<file path="src/axstrm_pkg.sv">
// axstrm_pkg: shared constants for the stream channel ends
// assumes a single clock domain and an active-low asynchronous reset
package axstrm_pkg;

    // bits per byte, the unit each sub-channel field width must be a multiple of
    localparam int unsigned FIELD_BITS   = 8;
    // default number of sub-channel fields in tdata
    localparam int unsigned FIELD_COUNT  = 2;
    // default width of each field, a whole number of bytes
    localparam int unsigned FIELD_W      = 16;
    // default user sideband width
    localparam int unsigned USER_W       = 4;
    // depth of the skid buffer in the destination
    localparam int unsigned SKID_DEPTH   = 2;
    // values after reset
    localparam logic        VALID_RST    = 1'b0;
    localparam logic        READY_RST    = 1'b0;
    localparam logic [1:0]  COUNT_RST    = 2'h0;

endpackage : axstrm_pkg

</file>
<file path="src/axstrm_if.sv">
// axstrm_if: one point-to-point stream channel
// assumes both ends share i_clk; testbench joins the two modports
`timescale 1ns/1ns
interface axstrm_if
#(
    parameter int unsigned DATA_W = 32,
    parameter int unsigned USER_W = 4
);
    logic              tvalid;
    logic              tready;
    logic [DATA_W-1:0] tdata;
    logic [DATA_W/8-1:0] tstrb;
    logic [USER_W-1:0] tuser;
    logic              tlast;

    modport master
    (
        output tvalid,
        output tdata,
        output tstrb,
        output tuser,
        output tlast,
        input  tready
    );

    modport slave
    (
        input  tvalid,
        input  tdata,
        input  tstrb,
        input  tuser,
        input  tlast,
        output tready
    );
endinterface : axstrm_if

</file>
<file path="src/axstrm_sink.sv">
// axstrm_sink: slave end with a two-entry skid buffer, fields split out
// assumes the master keeps valid and payload steady while pending

`timescale 1ns/1ns

////////////////////////////////////////////////////////////////////////////
// Function
// - only tvalid is mandatory
// - transfer when valid and ready high
// - payload meaningful only on handshake
// - valid held until ready seen
// - payload stable while beat pending
// - ready before, with or after valid
// - valid never depends on ready
// - no combinational input to output path
// - ready held early or registered
// - drive ready independent of valid
// - avoid combinational paths within group
// - reverse info never through ready
// - absent ready treated as one
// - ports named role_class_signal
// - sub-channels in byte-aligned fields, no logic
module axstrm_sink
#(
    parameter int unsigned FIELD_W     = axstrm_pkg::FIELD_W,
    parameter int unsigned FIELD_COUNT = axstrm_pkg::FIELD_COUNT,
    parameter int unsigned USER_W      = axstrm_pkg::USER_W,
    // tie high to model a destination with no ready
    parameter bit          NO_READY    = 1'b0
)
(
    input  wire logic                      I_CLK,
    input  wire logic                      I_RST_B,
    input  wire logic                      I_CE,
    axstrm_if.slave                        s_axis,
    input  wire logic                      I_TAKE,
    output logic                           O_VALID,
    output logic [FIELD_COUNT*FIELD_W-1:0] O_DATA,
    output logic [USER_W-1:0]              O_USER,
    output logic                           O_LAST,
    output logic [FIELD_W-1:0]             O_FIELD [FIELD_COUNT]
);

    localparam int unsigned DATA_W = FIELD_COUNT * FIELD_W;
    localparam int unsigned ENT_W  = DATA_W + USER_W + 1;

    if (FIELD_W % axstrm_pkg::FIELD_BITS != 0)
    begin : g_bad_field
        $error("field width must be whole bytes");
    end

    logic [ENT_W-1:0] mem_q [axstrm_pkg::SKID_DEPTH];
    logic [1:0]       cnt_q;
    logic             rd_q;
    logic             wr_q;
    logic             ready_q;
    logic             ovalid_q;
    logic [ENT_W-1:0] out_q;

    ////////////////////////////////////////////////////////////////////////
    // absent ready is one
    wire ready_eff = NO_READY ? 1'b1 : ready_q;
    wire push      = s_axis.tvalid & ready_eff;
    wire out_free  = ~ovalid_q | I_TAKE;
    wire have      = cnt_q != 2'h0;
    wire pop       = have & out_free;
    wire [1:0] cnt_d = 2'(cnt_q + {1'b0, push} - {1'b0, pop});
    // held high in advance
    // without ready nothing is refused, so a stall then loses words
    wire ready_d   = NO_READY ? 1'b1 : (cnt_d < 2'(axstrm_pkg::SKID_DEPTH));
    wire [ENT_W-1:0] in_ent = {s_axis.tlast, s_axis.tuser, s_axis.tdata};
    wire [ENT_W-1:0] head   = mem_q[rd_q];
    // pointers toggle, so a depth of two needs no wrap logic
    wire rd_d      = rd_q ^ pop;
    wire wr_d      = wr_q ^ push;
    // a word stays on the output until the user takes it
    wire ovalid_d  = pop | (ovalid_q & ~I_TAKE);

    ////////////////////////////////////////////////////////////////////////
    // reset empties buffer
    always_ff @(posedge I_CLK or negedge I_RST_B)
    begin
        if (!I_RST_B)
        begin
            cnt_q <= axstrm_pkg::COUNT_RST;
        end
        else if (I_CE)
        begin
            cnt_q <= cnt_d;
        end
    end

    // both pointers restart together, so stale entries are never read
    always_ff @(posedge I_CLK or negedge I_RST_B)
    begin
        if (!I_RST_B)
        begin
            rd_q <= 1'b0;
            wr_q <= 1'b0;
        end
        else if (I_CE)
        begin
            rd_q <= rd_d;
            wr_q <= wr_d;
        end
    end

    always_ff @(posedge I_CLK or negedge I_RST_B)
    begin
        if (!I_RST_B)
        begin
            ready_q <= axstrm_pkg::READY_RST;
        end
        else if (I_CE)
        begin
            ready_q <= ready_d;
        end
    end

    always_ff @(posedge I_CLK or negedge I_RST_B)
    begin
        if (!I_RST_B)
        begin
            ovalid_q <= 1'b0;
        end
        else if (I_CE)
        begin
            ovalid_q <= ovalid_d;
        end
    end

    ////////////////////////////////////////////////////////////////////////
    // storage has no reset; an entry is only read after it was written
    always_ff @(posedge I_CLK)
    begin
        if (I_CE && push)
        begin
            mem_q[wr_q] <= in_ent;
        end
    end

    always_ff @(posedge I_CLK)
    begin
        if (I_CE && pop)
        begin
            out_q <= head;
        end
    end

    ////////////////////////////////////////////////////////////////////////
    // ready registered
    assign s_axis.tready = ready_q;
    assign O_VALID       = ovalid_q;
    assign O_DATA        = out_q[DATA_W-1:0];
    assign O_USER        = out_q[DATA_W +: USER_W];
    assign O_LAST        = out_q[ENT_W-1];

    for (genvar f = 0; f < FIELD_COUNT; f++)
    begin : g_field
        assign O_FIELD[f] = out_q[f*FIELD_W +: FIELD_W];
    end

endmodule : axstrm_sink

</file>
<file path="src/flat_wrapper.sv">
// flat-port wrapper written by rule: the top's interface ports become plain ports
module axstrm_sink_flat 
#(
    parameter int unsigned FIELD_W     = axstrm_pkg::FIELD_W,
    parameter int unsigned FIELD_COUNT = axstrm_pkg::FIELD_COUNT,
    parameter int unsigned USER_W      = axstrm_pkg::USER_W,
                                                    
    parameter bit          NO_READY    = 1'b0
)
  (I_CLK, I_RST_B, I_CE, I_TAKE, O_VALID, O_DATA, O_USER, O_LAST, O_FIELD, s_axis_tvalid, s_axis_tdata, s_axis_tstrb, s_axis_tuser, s_axis_tlast, s_axis_tready);
  axstrm_if #(.DATA_W(32), .USER_W(USER_W)) s_axis_i ();
  input  wire logic I_CLK;
  input  wire logic I_RST_B;
  input  wire logic I_CE;
  input  wire logic I_TAKE;
  output logic O_VALID;
  output logic [FIELD_COUNT*FIELD_W-1:0] O_DATA;
  output logic [USER_W-1:0] O_USER;
  output logic O_LAST;
  output logic [FIELD_W-1:0] O_FIELD[FIELD_COUNT];
  input wire logic [$bits(s_axis_i.tvalid)-1:0] s_axis_tvalid;
  input wire logic [$bits(s_axis_i.tdata)-1:0] s_axis_tdata;
  input wire logic [$bits(s_axis_i.tstrb)-1:0] s_axis_tstrb;
  input wire logic [$bits(s_axis_i.tuser)-1:0] s_axis_tuser;
  input wire logic [$bits(s_axis_i.tlast)-1:0] s_axis_tlast;
  output wire logic [$bits(s_axis_i.tready)-1:0] s_axis_tready;
  assign s_axis_i.tvalid = s_axis_tvalid;
  assign s_axis_i.tdata = s_axis_tdata;
  assign s_axis_i.tstrb = s_axis_tstrb;
  assign s_axis_i.tuser = s_axis_tuser;
  assign s_axis_i.tlast = s_axis_tlast;
  assign s_axis_tready = s_axis_i.tready;
  axstrm_sink #(.FIELD_W(FIELD_W), .FIELD_COUNT(FIELD_COUNT), .USER_W(USER_W), .NO_READY(NO_READY)) u_core (.I_CLK(I_CLK), .I_RST_B(I_RST_B), .I_CE(I_CE), .s_axis(s_axis_i), .I_TAKE(I_TAKE), .O_VALID(O_VALID), .O_DATA(O_DATA), .O_USER(O_USER), .O_LAST(O_LAST), .O_FIELD(O_FIELD));
endmodule
</file>
<file path="config.mk">
export PLATFORM = sky130hd
export DESIGN_NAME = axstrm_sink_flat
export DESIGN_NICKNAME = d
export VERILOG_FILES = /design/src/axstrm_pkg.sv /design/src/axstrm_if.sv /design/src/axstrm_sink.sv /design/src/flat_wrapper.sv
export SDC_FILE = /design/constraint.sdc
export NUM_CORES = 1
export LEC_CHECK = 0
export ABC_AREA = 1
export BUFFER_PORTS_ARGS = -buffer_cell sky130_fd_sc_hd__buf_2
export CORE_MARGIN = 4
export CORE_UTILIZATION = 35
export CTS_CLUSTER_DIAMETER = 200
export DETAILED_ROUTE_END_ITERATION = 10
export PLACE_DENSITY = 0.65
export SYNTH_ARGS = -nofsm -noshare
export SYNTH_HDL_FRONTEND = slang
export SYNTH_SLANG_ARGS = --single-unit
</file>
<file path="constraint.sdc">
create_clock -name I_CLK -period 5.1 [get_ports I_CLK]
set_input_delay 1.02 -clock I_CLK [delete_from_list [all_inputs] [get_ports I_CLK]]
set_output_delay 1.02 -clock I_CLK [all_outputs]
set_load 0.02 [all_outputs]
</file>
Yosys cells after proc, flatten, opt, wreduce, memory -nomap -nowiden
Memory sizes are Yosys's and may differ from the RTL's. A register that Yosys moved wholly into a read port is not among the register bits.
Cells that the tools add are included.
W data, S select, Z words.
{"block": "word_totals", "reg_bits": 6, "latch_bits": 0, "rom_bits": 0, "ram_bits": 74, "inputBits": 46, "wordCells": 23, "mem_count": 1, "output_inout_bits": 71}
{"name": "u_core.mem_q", "words": 2, "width": 37, "rd": 1, "rd_ports_with_merged_regs": 1, "write_ports": 1, "line": "axstrm_sink.sv:52", "source": "logic [ENT_W-1:0] mem_q [axstrm_pkg::SKID_DEPTH];"}
{"block": "classes", "add_sub_neg": 2, "n_mul": 0, "n_reduce_logical": 3, "n_lt_le_gt_ge": 1, "shift": 0, "n_bitwise": 9, "div_mod_pow": 0, "muxes": 2, "eq_ne": 0}
{"cell": "$and A1 B1 Y1", "n": 3}
{"cell": "$add A2 B1 Y2", "n": 1}
{"cell": "$logic_and A1 B1 Y1", "n": 2}
{"cell": "$lt A2 B2 Y1 const B", "n": 1}
{"cell": "$mux W1", "n": 2}
{"cell": "$not A1 Y1", "n": 2}
{"cell": "$or A1 B1 Y1", "n": 2}
{"cell": "$reduce_bool A2 Y1", "n": 1}
{"cell": "$sub A2 B1 Y2", "n": 1}
{"cell": "$xor A1 B1 Y1", "n": 2}

Logic depth before layout (Yosys ltp)
{"block": "depth", "depth_word": 5, "depth_mapped": 9, "mapped_depth_nobuf": 9}

Worst setup path after synthesis
OpenSTA, ideal clock, no wires.
{"block": "synth_timing", "path_kind": "input -> register", "from": "input s_axis_tvalid", "to": "memory u_core.mem_q[0][0] (netlist name), enable pin", "setup_time_ps": 431, "path_stages": 4, "setup_slack_ps": 1884, "n_path_buf": 0, "arrival_time_ps": 2785, "required_ps": 4669, "cell_sequence": "nand2_1 -> inv_1 -> nand2_1 -> nor2_1"}
{"block": "synth_between", "elab_chain_cells": 4}
{"item": "start: declaration", "line": "flat_wrapper.sv:21", "source": "input wire logic [$bits(s_axis_i.tvalid)-1:0] s_axis_tvalid;"}
{"item": "$and A1 B1 Y1", "line": "axstrm_sink.sv:63", "source": "wire push = s_axis.tvalid & ready_eff;"}
{"item": "$logic_and A1 B1 Y1", "line": "axstrm_sink.sv:136", "source": "if (I_CE && push)"}
{"item": "$mux W1", "line": "axstrm_sink.sv:136"}
{"item": "$mux W1 (implied by the code)", "line": "axstrm_sink.sv:138", "source": "mem_q[wr_q] <= in_ent;"}
{"item": "end: declaration", "line": "axstrm_sink.sv:52"}
Every way passes these cells.

Final worst setup path
{"block": "layout_timing", "from": "input s_axis_tvalid", "to": "memory u_core.mem_q[1][14] (netlist name), enable pin"}
Same word-level chain as after synthesis.

==> metrics.yaml <==
die_w_um: 120
grt.overflow.total: 0
synth_top_area_cell: "edfxtp_1"
htree_levels: 4
drt_first_pass_iters: 4
drive_gt1_frac: 0.348
fillers: 1112
seq_area_sq_mm: 0.00348
worst_pin_slew_ns: 1.14
nets: 452
synthAdderAreaFrac: 0.00568
maxSlewHeadroom: 0.239
cts.clk_slew.worst_paths_ns: 0.05
wl_met1_mm: 3.21
hpwl_mm: 4.90
power_density_mw_per_mm2: 594
ys_types: 14
yosysMostFrequentCell: "nand2_1"
synth_top_area_share: 0.756
end_kind: "register"
cts-root-buf: "clkbuf_16"
yosysWarningCount: 0
slew_violations: 0
antenna_found_initial: 1
cp_slowest_cell: "nor2_4"
area_growth_pct: 24.5
cts_sinks: 117
outcome: "finished clean"
drt_wl_total_mm: 7.95
arrival_ns: 2.29
ys_seq_area_frac: 0.790
rsz0062_at_grt: "no"
ios: 117
coreArea_sq_mm: 0.0122
synthesis.area_sq_mm: 0.00441
synth_top_family_by_area: "simple AND/OR/NAND/NOR gates"
vias_per_cell: 4.20
synthTopCellsByCount: "nand2_1, edfxtp_1, buf_4"
synth_cells: 312
max_freq_mhz: 440
postSynthAreaPerCell_sq_um: 14.1
final.setup.tns_ns: 0
max_stage_delay_ns: 0.90
wl_met2_mm: 4.00
cp_max_fo: 37
grt_max_degree: 40
synth_compound_area_frac: 0.00454
clock_latency_ns: 0.40
grt.total_usage: 0.113
setup_viol: 0
synth_seq_cells: 117
cts_hold_buf: 0
synth_xor_area_frac: 0.00199
routed.top_layer: "met5"
die-area_sq_mm: 0.0145
post_cts_resized: 0
gp_congestion: 0.672
async_reset_ff_frac: 0.0513
synthSimpleGateAreaFrac: 0.116
synth_top_cells_by_area: "edfxtp_1, nand2_1, buf_4, dfrtp_1, buf_6"
muxShareOfSynthArea: 0
synth_top_flop_cell: "edfxtp_1"
portBuffers: 112
multi_input_area_sq_um: 582
synth-edff-count: 111
cts_tree: "done"
first_iter_violations: 104
grt_pass1_wl_mm: 12.2
crit_chain: "buf_2 > nand2_1 > inv_1 > nand2_1 > nor2_4"
crit_type: "in -> reg"
diodes: 0
crit_required_ns: 5.11
period_share: 0.446
layout_min_cycle_time_ns: 2.27
cts_buffer_depth: 2
routedWlPerCell_um: 13.6
drv_cap: 0
peakVddDrop_mv: 0.218
drc: 0
synth_nets: 360
initial_utilization: 0.363
grt_pass1_vias: 2479
std_cell_rows: 40
final_antenna_net_count: 0
fin_util: 0.451
cts-buffers-inserted: 17
dr_wl_met3_um: 553
post_cts.repair.setup_buffers: 0
cp_common_cell: "nand2_1"
holdWs_ns: 0.439
leakage_nw: 2.30
vias: 2455
die_y_um: 120
finalHoldViolations: 0
worst_setup_path_start_kind: "input port"
hold_path_class: "in -> async"
skew_ns: 0.00866
==> cell type report <==
class	count	area share
Tap cell	168	0.0383
Clock buffer	20	0.0795
Multi-Input combinational cell	142	0.106
Timing Repair Buffer	113	0.103
Sequential cell	117	0.635
Clock inverter	12	0.0292
Inverter	13	0.00889
==> where the power goes <==
| part | total [mW] | switching (mW) | internal, mW |
|---|---|---|---|
| combinational | 0.734 | 0.532 | 0.202 |
| sequential | 1.33 | 0.0581 | 1.27 |
| clock | 1.20 | 0.395 | 0.808 |
==> placed cells by master (no fill, tap or decap), types with 2 or more instances in the layout <==
cell / n
clkinv_1: 2
ha_1: 2
nand2_1: 127
clkbuf_16: 17
clkinv_2: 5
nor2_4: 2
inv_1: 11
o21ai_0: 3
inv_2: 2
bufinv_16: 4
clkbuf_1: 3
nand3_1: 5
buf_2: 112
dfrtp_1: 5
edfxtp_1: 111
==> per-stage QoR <==
step | setup WS [ns] | power, mW | cells | instance area (sq um)
after floorplan | 1.88 | 1.94 | 312 | 4410
after global placement | 2.41 | 2.06 | 553 | 4890
after detailed placement | 2.35 | 2.10 | 553 | 4890
after CTS | 2.79 | 3.32 | 585 | 5490
after global routing | 2.73 | 3.43 | 585 | 5490
final | 2.83 | 3.26 | 585 | 5490
==> flip-flops by register name, summed over array words and instances (netlist names) <==
signal and flops:
u_core.s_axis.tready 1, u_core.out_q 37, u_core.cnt_q 2, u_core.O_VALID 1, u_core.wr_q 1, u_core.rd_q 1, u_core.mem_q 74
==> final timing paths <==
path	start	end	slack, ns	depth (start not counted)
hold / removal	I_RST_B	u_core.s_axis.tready	0.44	1
max in group asynchronous	I_RST_B	u_core.rd_q	4.49	1
hold reg to reg	u_core.mem_q[0][9]	u_core.out_q[9]	0.51	2
setup reg to reg	u_core.s_axis.tready	u_core.mem_q[1][14]	3.14	4
min in group I_CLK	u_core.mem_q[0][9]	u_core.out_q[9]	0.51	2
setup / recovery	s_axis_tvalid	u_core.mem_q[1][14]	2.83	5
==> per-layer routing <==
metal  global-route usage  vias up
li1                     -     1211
met1                0.126     1146
met2                0.190       82
met3               0.0360       14
met4               0.0673        2
met5                    0        -
==> critical path, delay by kind of cell <==
| family | cells | cell delay, ns |
|---|---|---|
| simple gates | 3 | 1.10 |
| buf+inv | 2 | 0.15 |
==> logic make-up (layout without fill, tap and decap cells) <==
| kind of cell | Yosys count | after routing |
|---|---|---|
| simple gates | 135 | 135 |
| buf+inv | 53 | 158 |
| xor+xnor | 1 | 1 |
| flops | 117 | 117 |
| fa+ha+maj | 2 | 2 |
| compound gates | 4 | 4 |
(Power assumes the default switching activity.)
